==> config.mk <==
export PLATFORM = sky130hd
export DESIGN_NAME = arm_ctrl
export DESIGN_NICKNAME = d
export VERILOG_FILES = /design/src/rtl/arm_ctrl.v
export VERILOG_INCLUDE_DIRS = /design/src /design/src/rtl
export SDC_FILE = /design/constraint.sdc
export NUM_CORES = 2
export LEC_CHECK = 0
export BUFFER_PORTS_ARGS = -buffer_cell sky130_fd_sc_hd__buf_4
export CAP_MARGIN = 25
export CORE_UTILIZATION = 45
export DETAILED_ROUTE_END_ITERATION = 8
export PLACE_DENSITY = 0.69
export SETUP_SLACK_MARGIN = 0.05
export SYNTH_ARGS = -nofsm -noshare
export SYNTH_HDL_FRONTEND = slang
export SYNTH_SLANG_ARGS = --single-unit
==> constraint.sdc <==
create_clock -name core_clk -period 24.4 [get_ports core_clk]
set_input_delay 1.22 -clock core_clk [delete_from_list [all_inputs] [get_ports core_clk]]
set_output_delay 1.22 -clock core_clk [all_outputs]
set_load 0.02 [all_outputs]
==> src/rtl/arm_regs.vh <==
// register map, field positions, reset values and timing for arm_ctrl
// assumes a 32-bit avalon-mm slave with byte addresses on word boundaries
`ifndef ARM_REGS_VH
`define ARM_REGS_VH
// register byte offsets
`define ARM_OFF_CTRL    8'h00
`define ARM_OFF_CHSEL   8'h04
`define ARM_OFF_STATUS  8'h08
`define ARM_OFF_ISTAT   8'h0c
`define ARM_OFF_IMASK   8'h10
// windows: results 0x20..0x3c, limits 0x40..0x5c, dac code 0x60..0x6c, dac cfg 0x70..0x7c
`define ARM_WIN_RES     3'h1
`define ARM_WIN_LIM     3'h2
`define ARM_WIN_DCODE   4'h6
`define ARM_WIN_DCFG    4'h7
// control fields
`define ARM_CTRL_START  0
`define ARM_CTRL_CONT   1
`define ARM_CTRL_AVG    2
// limit fields: [11:0] threshold, bit 16 set = upper threshold
`define ARM_LIM_UPPER   16
// dac cfg fields
`define ARM_DCFG_LO_LSB 0
`define ARM_DCFG_HI_LSB 8
`define ARM_DCFG_RNG_LSB 16
`define ARM_DCFG_EN     24
// interrupt status: bit 0 loop done, bits 15:8 channel warnings
`define ARM_IRQ_DONE    0
`define ARM_IRQ_WARN    8
// reset values
`define ARM_LIM_RST     12'hfff
`define ARM_LIM_UP_RST  1'b1
`define ARM_DCODE_RST   8'h7f
`define ARM_DLO_RST     8'h00
`define ARM_DHI_RST     8'hff
`define ARM_CHSEL_RST   8'h00
// timing
`define ARM_CLK_NS      4
`define ARM_CONV_NS     500000
`define ARM_TRACK_NS    10000
`define ARM_AVG_LAST    4'hf
`endif

==> src/rtl/arm_ctrl.v <==
// adc round-robin sequencer, limit warnings and margin dac control
// assumes one 250 mhz clock, an external adc that settles within a conversion
// window, avalon-mm register access and a sequencing engine start input
//
// Chosen here: the register addresses and the Avalon-MM interface to the registers.
`timescale 1ns/100ps
`include "arm_regs.vh"

module arm_ctrl #(
    // conversion window in cycles, shortened in simulation
    parameter CONV_CYC = `ARM_CONV_NS / `ARM_CLK_NS
) (
    input  wire        core_clk,
    input  wire        reset_n,
    input  wire [7:0]  avs_address,
    input  wire        avs_read,
    input  wire        avs_write,
    input  wire [31:0] avs_writedata,
    output wire [31:0] avs_readdata,
    output wire        avs_waitrequest,
    input  wire [11:0] adc_data,
    output wire [2:0]  adc_mux_sel,
    output wire        adc_convert,
    input  wire        sequencing_engine_start,
    output wire [7:0]  sequencing_engine_warn,
    output wire        irq,
    output wire [31:0] dac_code_out,
    output wire [7:0]  dac_range_out,
    output wire [3:0]  dac_track_out,
    output wire [3:0]  dac_drive_out
);

    // sequencer states
    localparam S_IDLE = 2'd0;
    localparam S_SCAN = 2'd1;
    localparam S_CONV = 2'd2;
    localparam S_END  = 2'd3;
    // buffer tracking time, rounded up
    localparam TRACK_CYC = (`ARM_TRACK_NS + `ARM_CLK_NS - 1) / `ARM_CLK_NS;
    localparam [31:0] CONV_LAST_W  = CONV_CYC - 1;
    localparam [31:0] TRACK_LAST_W = TRACK_CYC - 1;
    localparam [16:0] CONV_LAST    = CONV_LAST_W[16:0];
    localparam [11:0] TRACK_LAST   = TRACK_LAST_W[11:0];

    integer k;    // sequencer loop index
    integer j;    // register loop index

    // reset synchroniser
    reg        rst_meta_reg;
    reg        rst_n_reg;
    wire       rst_n = rst_n_reg;

    // bus slave
    reg        ack_reg;       // answer phase of an access
    reg [31:0] rdata_reg;     // registered read data
    reg [31:0] rdata_next;    // read mux
    wire       wr_hit = avs_write & ack_reg;

    // control and configuration
    reg        cont_reg;      // continuous loop mode
    reg        avg_reg;       // sixteen-loop averaging
    reg [7:0]  chsel_reg;     // selected channels
    reg [15:0] istat_reg;     // sticky events
    reg [15:0] imask_reg;     // interrupt enables
    reg [11:0] lim_mem [0:7]; // per-channel threshold
    reg [7:0]  lim_up_reg;    // threshold direction
    reg [7:0]  dcode_mem [0:3];
    reg [7:0]  dlo_mem [0:3];
    reg [7:0]  dhi_mem [0:3];
    reg [1:0]  drng_mem [0:3];
    reg [3:0]  den_reg;

    // sequencer
    reg [1:0]  state_reg;
    reg [2:0]  ch_reg;        // channel under scan
    reg [3:0]  pass_reg;      // averaging loop count
    reg [16:0] cnt_reg;       // conversion window count
    reg [15:0] acc_mem [0:7]; // per-channel sum
    reg [11:0] res_mem [0:7]; // readable results
    reg [7:0]  warn_reg;      // live warnings
    reg [7:0]  warn_evt_reg;  // warning pulse at each loop end
    reg        done_reg;      // loop complete pulse
    reg [2:0]  mux_reg;
    reg        conv_reg;
    reg        eng_start_d_reg; // engine start, one cycle late

    // start requests from host write or engine edge
    // host or engine start
    wire host_start = wr_hit && avs_address == `ARM_OFF_CTRL && avs_writedata[`ARM_CTRL_START];
    wire eng_start  = sequencing_engine_start & ~eng_start_d_reg;
    wire start_req  = host_start | eng_start;

    // averaged or single value from a sum
    function [11:0] arm_val;
        input [15:0] sum;
        input        avg;
        begin
            arm_val = avg ? sum[15:4] : sum[11:0];
        end
    endfunction

    // limit comparison for one channel
    function arm_cross;
        input [11:0] val;
        input [11:0] lim;
        input        up;
        begin
            arm_cross = up ? (val > lim) : (val < lim);
        end
    endfunction

    // release reset through two flops
    always @(posedge core_clk or negedge reset_n) begin
        if (!reset_n) begin
            rst_meta_reg <= 1'b0;
            rst_n_reg    <= 1'b0;
        end else begin
            rst_meta_reg <= 1'b1;
            rst_n_reg    <= rst_meta_reg;
        end
    end

    // one wait cycle, then answer
    assign avs_waitrequest = (avs_read | avs_write) & ~ack_reg;
    assign avs_readdata    = rdata_reg;

    // read decode
    always @* begin
        rdata_next = 32'h0000_0000;
        case (avs_address[7:5])
            3'h0: begin
                case (avs_address)
                    `ARM_OFF_CTRL:   rdata_next = {29'h0000_0000, avg_reg, cont_reg, 1'b0};
                    `ARM_OFF_CHSEL:  rdata_next = {24'h00_0000, chsel_reg};
                    `ARM_OFF_STATUS: rdata_next = {13'h0000, ch_reg, warn_reg, 3'h0, pass_reg,
                                                   state_reg != S_IDLE};
                    `ARM_OFF_ISTAT:  rdata_next = {16'h0000, istat_reg};
                    `ARM_OFF_IMASK:  rdata_next = {16'h0000, imask_reg};
                    default:         rdata_next = 32'h0000_0000;
                endcase
            end
            `ARM_WIN_RES: rdata_next = {20'h0_0000, res_mem[avs_address[4:2]]};
            `ARM_WIN_LIM: rdata_next = {15'h0000, lim_up_reg[avs_address[4:2]], 4'h0,
                                        lim_mem[avs_address[4:2]]};
            3'h3: begin
                if (avs_address[4] == 1'b0)
                    rdata_next = {24'h00_0000, dcode_mem[avs_address[3:2]]};
                else
                    rdata_next = {7'h00, den_reg[avs_address[3:2]], 6'h00, drng_mem[avs_address[3:2]],
                                  dhi_mem[avs_address[3:2]], dlo_mem[avs_address[3:2]]};
            end
            default: rdata_next = 32'h0000_0000;
        endcase
    end

    // bus handshake and read data capture
    always @(posedge core_clk or negedge rst_n) begin
        if (!rst_n) begin
            ack_reg   <= 1'b0;
            rdata_reg <= 32'h0000_0000;
        end else begin
            ack_reg <= (avs_read | avs_write) & ~ack_reg;
            if (avs_read & ~ack_reg)
                rdata_reg <= rdata_next;
        end
    end

    // register writes and sticky interrupt status
    always @(posedge core_clk or negedge rst_n) begin
        if (!rst_n) begin
            cont_reg   <= 1'b0;
            avg_reg    <= 1'b0;
            chsel_reg  <= `ARM_CHSEL_RST;
            istat_reg  <= 16'h0000;
            imask_reg  <= 16'h0000;
            lim_up_reg <= {8{`ARM_LIM_UP_RST}};
            den_reg    <= 4'h0;
            for (j = 0; j < 8; j = j + 1)
                lim_mem[j] <= `ARM_LIM_RST;
            for (j = 0; j < 4; j = j + 1) begin
                dcode_mem[j] <= `ARM_DCODE_RST;
                dlo_mem[j]   <= `ARM_DLO_RST;
                dhi_mem[j]   <= `ARM_DHI_RST;
                drng_mem[j]  <= 2'h0;
            end
        end else begin
            if (wr_hit) begin
                case (avs_address[7:4])
                    4'h0, 4'h1: begin
                        if (avs_address == `ARM_OFF_CTRL) begin
                            cont_reg <= avs_writedata[`ARM_CTRL_CONT];
                            avg_reg  <= avs_writedata[`ARM_CTRL_AVG];
                        end
                        if (avs_address == `ARM_OFF_CHSEL)
                            chsel_reg <= avs_writedata[7:0];
                        if (avs_address == `ARM_OFF_IMASK)
                            imask_reg <= avs_writedata[15:0];
                    end
                    4'h4, 4'h5: begin
                        lim_mem[avs_address[4:2]]    <= avs_writedata[11:0];
                        lim_up_reg[avs_address[4:2]] <= avs_writedata[`ARM_LIM_UPPER];
                    end
                    `ARM_WIN_DCODE: dcode_mem[avs_address[3:2]] <= avs_writedata[7:0];
                    `ARM_WIN_DCFG: begin
                        dlo_mem[avs_address[3:2]]  <= avs_writedata[`ARM_DCFG_LO_LSB +: 8];
                        dhi_mem[avs_address[3:2]]  <= avs_writedata[`ARM_DCFG_HI_LSB +: 8];
                        drng_mem[avs_address[3:2]] <= avs_writedata[`ARM_DCFG_RNG_LSB +: 2];
                        den_reg[avs_address[3:2]]  <= avs_writedata[`ARM_DCFG_EN];
                    end
                    default: ;
                endcase
            end
            // write one clears, a new event wins
            // warning into status
            istat_reg <= (istat_reg & ~((wr_hit && avs_address == `ARM_OFF_ISTAT) ?
                          avs_writedata[15:0] : 16'h0000))
                         | {warn_evt_reg, 7'h00, done_reg};
        end
    end

    assign irq = |(istat_reg & imask_reg);

    // round-robin sequencer
    always @(posedge core_clk or negedge rst_n) begin
        if (!rst_n) begin
            state_reg      <= S_IDLE;
            ch_reg         <= 3'h0;
            pass_reg       <= 4'h0;
            cnt_reg        <= 17'h0_0000;
            warn_reg       <= 8'h00;
            warn_evt_reg   <= 8'h00;
            done_reg       <= 1'b0;
            mux_reg        <= 3'h0;
            conv_reg       <= 1'b0;
            eng_start_d_reg <= 1'b0;
            for (k = 0; k < 8; k = k + 1) begin
                acc_mem[k] <= 16'h0000;
                res_mem[k] <= 12'h000;
            end
        end else begin
            eng_start_d_reg <= sequencing_engine_start;
            conv_reg       <= 1'b0;
            done_reg       <= 1'b0;
            warn_evt_reg   <= 8'h00;
            case (state_reg)
                S_IDLE: begin
                    if (start_req) begin
                        ch_reg    <= 3'h0;
                        pass_reg  <= 4'h0;
                        state_reg <= S_SCAN;
                    end
                end
                S_SCAN: begin
                    if (chsel_reg[ch_reg]) begin
                        mux_reg   <= ch_reg;
                        conv_reg  <= 1'b1;
                        cnt_reg   <= 17'h0_0000;
                        state_reg <= S_CONV;
                    end else if (ch_reg == 3'h7) begin
                        state_reg <= S_END;
                    end else begin
                        ch_reg <= ch_reg + 3'h1;
                    end
                end
                S_CONV: begin
                    if (cnt_reg == CONV_LAST) begin
                        acc_mem[ch_reg] <= acc_mem[ch_reg] + {4'h0, adc_data};
                        if (ch_reg == 3'h7)
                            state_reg <= S_END;
                        else begin
                            ch_reg    <= ch_reg + 3'h1;
                            state_reg <= S_SCAN;
                        end
                    end else begin
                        cnt_reg <= cnt_reg + 17'h0_0001;
                    end
                end
                S_END: begin
                    ch_reg <= 3'h0;
                    if (avg_reg && pass_reg != `ARM_AVG_LAST) begin
                        pass_reg  <= pass_reg + 4'h1;
                        state_reg <= S_SCAN;
                    end else begin
                        pass_reg <= 4'h0;
                        done_reg <= 1'b1;
                        for (k = 0; k < 8; k = k + 1) begin
                            acc_mem[k] <= 16'h0000;
                            if (chsel_reg[k]) begin
                                res_mem[k] <= arm_val(acc_mem[k], avg_reg);
                                warn_reg[k] <= arm_cross(arm_val(acc_mem[k], avg_reg),
                                                         lim_mem[k], lim_up_reg[k]);
                                warn_evt_reg[k] <= arm_cross(arm_val(acc_mem[k], avg_reg),
                                                             lim_mem[k], lim_up_reg[k]);
                            end else begin
                                warn_reg[k] <= 1'b0;
                            end
                        end
                        state_reg <= cont_reg ? S_SCAN : S_IDLE;
                    end
                end
                default: state_reg <= S_IDLE;
            endcase
        end
    end

    assign adc_mux_sel = mux_reg;
    assign adc_convert = conv_reg;
    assign sequencing_engine_warn = warn_reg;

    // margin dac channels
    genvar g;
    generate
        for (g = 0; g < 4; g = g + 1) begin : g_dac
            reg [7:0]  code_reg;   // applied code
            reg [1:0]  rng_reg;    // applied range
            reg        track_reg;  // buffer follows pin
            reg        drive_reg;  // buffer drives dac
            reg [11:0] tcnt_reg;   // tracking time
            wire bad = dlo_mem[g] > dhi_mem[g];
            always @(posedge core_clk or negedge rst_n) begin
                if (!rst_n) begin
                    code_reg  <= `ARM_DCODE_RST;
                    rng_reg   <= 2'h0;
                    track_reg <= 1'b0;
                    drive_reg <= 1'b0;
                    tcnt_reg  <= 12'h000;
                end else begin
                    if (dcode_mem[g] < dlo_mem[g])
                        code_reg <= dlo_mem[g];
                    else if (dcode_mem[g] > dhi_mem[g])
                        code_reg <= dhi_mem[g];
                    else
                        code_reg <= dcode_mem[g];
                    rng_reg <= drng_mem[g];
                    if (!den_reg[g] || bad) begin
                        track_reg <= 1'b0;
                        drive_reg <= 1'b0;
                        tcnt_reg  <= 12'h000;
                    end else if (!track_reg && !drive_reg) begin
                        track_reg <= 1'b1;
                        tcnt_reg  <= 12'h000;
                    end else if (track_reg) begin
                        if (tcnt_reg == TRACK_LAST) begin
                            track_reg <= 1'b0;
                            drive_reg <= 1'b1;
                        end else begin
                            tcnt_reg <= tcnt_reg + 12'h001;
                        end
                    end
                end
            end
            // code clamped to the dac cfg low and high limits, passed to the dac
            assign dac_code_out[g*8 +: 8]  = code_reg;
            assign dac_range_out[g*2 +: 2] = rng_reg;
            assign dac_track_out[g]        = track_reg;
            assign dac_drive_out[g]        = drive_reg;
        end
    endgenerate

endmodule // arm_ctrl

==> impl_metrics.xml <==
<?xml version="1.0" encoding="UTF-8"?>
<metrics>
  <group name="status">
    <metric name="outcome" unit="">complete, no violations</metric>
  </group>
  <group name="route">
    <metric name="first_iter_violations" unit="">2968</metric>
    <metric name="drt-wirelength-per-cell" unit="µm">25.6</metric>
    <metric name="totalWireLength" unit="µm">113000</metric>
    <metric name="detailed_route_via_count" unit="">27000</metric>
    <metric name="drt_drc_violations_left" unit="">0</metric>
    <metric name="route.antenna.remaining_nets" unit="">0</metric>
    <metric name="drt-vias-per-instance" unit="">6.11</metric>
    <metric name="drt-pass1-iter-count" unit="">8</metric>
  </group>
  <group name="power_and_ir_drop">
    <metric name="leak_pwr" unit="nW">19.2</metric>
    <metric name="total_power" unit="mW">3.20</metric>
    <metric name="power_per_cell_area" unit="nW/µm²">79.0</metric>
    <metric name="vdd_ir_drop_max" unit="mV">0.0439</metric>
  </group>
  <group name="clock_tree">
    <metric name="cts_sinks" unit="">645</metric>
    <metric name="cts_inserted_buffers" unit="">73</metric>
    <metric name="clk_path_buf_depth" unit="">3</metric>
    <metric name="clkTransAtPathRegs" unit="ns">0.06</metric>
    <metric name="cts_post_setup_buffers_inserted" unit="">0</metric>
    <metric name="post_cts_hold_buffer_count" unit="">0</metric>
    <metric name="tritoncts" unit="">done</metric>
    <metric name="resized_gates_after_cts" unit="">0</metric>
    <metric name="clock_insertion_delay_worst_skew" unit="ns">0.63</metric>
    <metric name="cts_htree_levels" unit="">3</metric>
    <metric name="clock_tree.root_cell" unit="">clkbuf_16</metric>
  </group>
  <group name="yosys">
    <metric name="synth.yosys.seq_area_share" unit="%">45.4</metric>
    <metric name="syn-instance-count" unit="">3239</metric>
    <metric name="yosysUniqueCellTypes" unit="">89</metric>
    <metric name="yosys_warnings" unit="">0</metric>
    <metric name="syn_area" unit="µm²">36100</metric>
    <metric name="dominantRegCellSynth" unit="">dfrtp_1</metric>
    <metric name="seq_cells_post_synth" unit="">645</metric>
    <metric name="number_of_flops_mapped_to_enable_cells_by_yosys" unit="">0</metric>
    <metric name="synthArstFlopShare" unit="%">100</metric>
    <metric name="synth_area_per_cell" unit="µm²">11.1</metric>
  </group>
  <group name="timing">
    <metric name="slew_viol_final" unit="">0</metric>
    <metric name="timing.final.ws_setup" unit="ns">19.63</metric>
    <metric name="finalSetupViolations" unit="">0</metric>
    <metric name="period_minus_slack" unit="ns">4.77</metric>
    <metric name="timing.clock.skew" unit="ns">0.0290</metric>
    <metric name="timing_hold_violations_final" unit="">0</metric>
    <metric name="rsz0062_at_grt" unit="">false</metric>
    <metric name="post-route-period-util" unit="%">19.6</metric>
    <metric name="slew-limit-headroom" unit="%">22.4</metric>
    <metric name="timing.setup.tns" unit="ns">0</metric>
    <metric name="timing_worst_slew_pin_value" unit="ns">1.16</metric>
    <metric name="maxClockFrequency" unit="MHz">210</metric>
    <metric name="holdWs" unit="ns">0.303</metric>
  </group>
  <group name="floorplanning">
    <metric name="chipHeight" unit="µm">285</metric>
    <metric name="total_die_area" unit="µm²">81400</metric>
    <metric name="core-area" unit="µm²">79100</metric>
    <metric name="initial_core_util" unit="%">45.6</metric>
    <metric name="ioPinCount" unit="">151</metric>
    <metric name="fp.dieW" unit="µm">285</metric>
    <metric name="placementRows" unit="">103</metric>
  </group>
  <group name="place">
    <metric name="placed_cells_incl_taps" unit="">4274</metric>
    <metric name="placement_cell_area" unit="µm²">37900</metric>
    <metric name="globalplace.congestion" unit="">0.970</metric>
    <metric name="place_ws" unit="ns">19.78</metric>
    <metric name="hpwlAfterDp" unit="µm">82400</metric>
    <metric name="buffer_ports.inserted" unit="">125</metric>
  </group>
  <group name="setup_path">
    <metric name="slowest_stage" unit="">xor2_1</metric>
    <metric name="critPathMaxStageDelay" unit="ns">0.75</metric>
    <metric name="timing.critical_path.from_type" unit="">register</metric>
    <metric name="timing.critical_path.from" unit="">ch_reg[1]$_DFFE_PN0P_</metric>
    <metric name="critPathArrivalTime" unit="ns">5.23</metric>
    <metric name="timing.critical_path.cells" unit="">buf_4, inv_1, nor2_1, a221oi_1, o21ai_0, ha_1, a2111oi_0, o21ai_0, and2_1, a31oi_1, xor2_1, o21ai_0</metric>
    <metric name="crit_required" unit="ns">24.86</metric>
    <metric name="crit_fanout" unit="">41</metric>
    <metric name="end_kind" unit="">register</metric>
    <metric name="rr_startpoint" unit="">ch_reg[1]$_DFFE_PN0P_</metric>
    <metric name="critical_path_class" unit="">reg2reg</metric>
    <metric name="critical_path.most_common_cell" unit="">o21ai_0</metric>
  </group>
  <group name="finish">
    <metric name="seqCellArea" unit="µm²">16400</metric>
    <metric name="num-fill-cells" unit="">7003</metric>
    <metric name="layout.cells.non_filler" unit="">4420</metric>
    <metric name="layout-drive-gt1-share" unit="%">28.0</metric>
    <metric name="finalNetCount" unit="">3575</metric>
    <metric name="largest_reg_flops" unit="">128</metric>
    <metric name="layout.core_utilization" unit="%">51.2</metric>
    <metric name="multi_input_comb_area" unit="µm²">18200</metric>
    <metric name="syn_to_final_growth" unit="%">12.3</metric>
    <metric name="post-route-cell-area" unit="µm²">40500</metric>
    <metric name="largest_register" unit="">acc_mem</metric>
    <metric name="top_regs" unit="">acc_mem x128, lim_mem x96, res_mem x96</metric>
  </group>
  <group name="global_routing">
    <metric name="gr-usage-all-layers" unit="%">27.7</metric>
    <metric name="antenna_violations_before_repair" unit="">8</metric>
    <metric name="maximum_number_of_pins_on_one_net_before_global_route_repair" unit="">168</metric>
    <metric name="first_pass_grt_wire_length" unit="µm">169000</metric>
    <metric name="grt_pass1_vias" unit="">26100</metric>
    <metric name="total_congestion_overflow_after_global_routing" unit="">0</metric>
  </group>
  <group name="min_path">
    <metric name="timing.hold.worst.class" unit="">reg2async</metric>
  </group>
  <group name="run">
    <metric name="cap_viol_max_count" unit="">0</metric>
  </group>
</metrics>
-- where the power goes --
group          total, mW  switching, mW  internal, mW
logic              0.755          0.490         0.265
clock network       1.17          0.477         0.693
registers           1.28         0.0962          1.18
-- final timing paths --
check / depth (start not counted) / slack, ns / end
max in group asynchronous: 2 / 21.91 / dlo_mem[28]$_DFFE_PN0P_
setup / recovery: 12 / 19.63 / acc_mem[107]$_DFFE_PN0P_
hold reg to reg: 0 / 0.30 / res_mem[2]$_DFFE_PN0P_
min in group core_clk: 0 / 0.35 / rst_n$_DFF_PN0_
setup reg to reg: 12 / 19.63 / acc_mem[107]$_DFFE_PN0P_
hold / removal: 0 / 0.30 / res_mem[2]$_DFFE_PN0P_
-- synthesized netlist by cell type, types with 8 or more instances --
library cell	n	area, µm²
a211oi_1	17	128
a21boi_0	20	150
a21o_1	61	458
a21oi_1	99	495
a221oi_1	30	263
a22o_1	127	1110
a22oi_1	29	218
a31oi_1	10	62.6
and2_1	10	62.6
and3_1	31	194
buf_1	22	82.6
buf_2	35	175
buf_4	23	173
buf_6	8	90.1
clkbuf_1	99	372
dfrtp_1	453	11300
dfstp_2	192	5040
ha_1	212	2650
inv_1	184	691
mux2_2	344	3870
mux2i_1	125	1250
mux4_2	71	1600
nand2_1	279	1050
nand2b_1	25	156
nand3_1	76	380
nand4_1	48	300
nor2_1	126	473
nor2b_1	15	93.8
nor3_1	19	95.1
nor4_1	10	62.6
o211ai_1	10	75.1
o21a_1	11	82.6
o21ai_0	229	1150
o21ai_4	8	130
o22ai_1	11	68.8
o31ai_1	14	105
xnor2_1	15	131
xor2_1	33	289
-- worst max-delay path, delay by kind of cell (launching register included) --
kind | cells | cell delay, ns
xor+xnor | 1 | 0.75
compound gates | 6 | 1.62
simple gates | 2 | 0.46
fa+ha+maj | 1 | 0.37
flops | 1 | 0.67
buf+inv | 2 | 0.73
-- placed cells by master, fill, tap and decap left out, types with 15 or more instances in the layout --
cell       Yosys  routed
a22o_1       127     127
a21o_1        61      61
and3_1        31      31
a22oi_1       29      29
o21ai_0      229     229
a21boi_0      20      20
xor2_1        33      33
a21oi_1       99      99
a221oi_1      30      30
nand3_1       76      76
xnor2_1       15      15
clkbuf_16      0      74
mux4_2        71      71
nand4_1       48      48
nand2_1      279     279
mux2i_1      125     125
inv_1        184     184
nor3_1        19      17
clkbuf_8       0      15
a211oi_1      17      17
ha_1         212     212
mux2_2       344     344
dfrtp_1      453     449
dfstp_2      192     192
nor2_1       126     123
buf_4         23     159
nand2b_1      25      25
-- cells by family (layout without fill, tap and decap cells) --
| kind of cell | after synthesis | after routing | share of synthesized area [%] |
|---|---|---|---|
| XOR/XNOR | 48 | 48 | 1.16 |
| adder cells (fa/ha/maj) | 213 | 213 | 7.40 |
| multiplexers | 541 | 541 | 18.7 |
| buffers and inverters | 373 | 489 | 4.40 |
| AND/OR/NAND/NOR | 692 | 692 | 9.29 |
| AO/OA/AOI/OAI | 725 | 725 | 13.7 |
| other | 2 | 17 | 0.0208 |
| flip-flops | 645 | 645 | 45.4 |
-- layer usage --
layer  up-vias  share of wire (%)  GRT usage, %
li1      12000                  -             -
met1     13500                 43          39.6
met2      1311                 42          39.2
met3       224                 11          7.87
met4         4                4.4          11.6
met5         -              0.024             0
-- final cells by class --
cell class | instances | share of cell area, %
sequential | 645 | 40.4
multi-input combinational | 2232 | 44.9
clock buffer | 100 | 5.18
clock inverter | 36 | 1.11
tap | 1050 | 3.24
timing repair buffer | 167 | 3.34
antenna | 4 | 0.0247
inverter | 186 | 1.72
(Power assumes the default switching activity.)
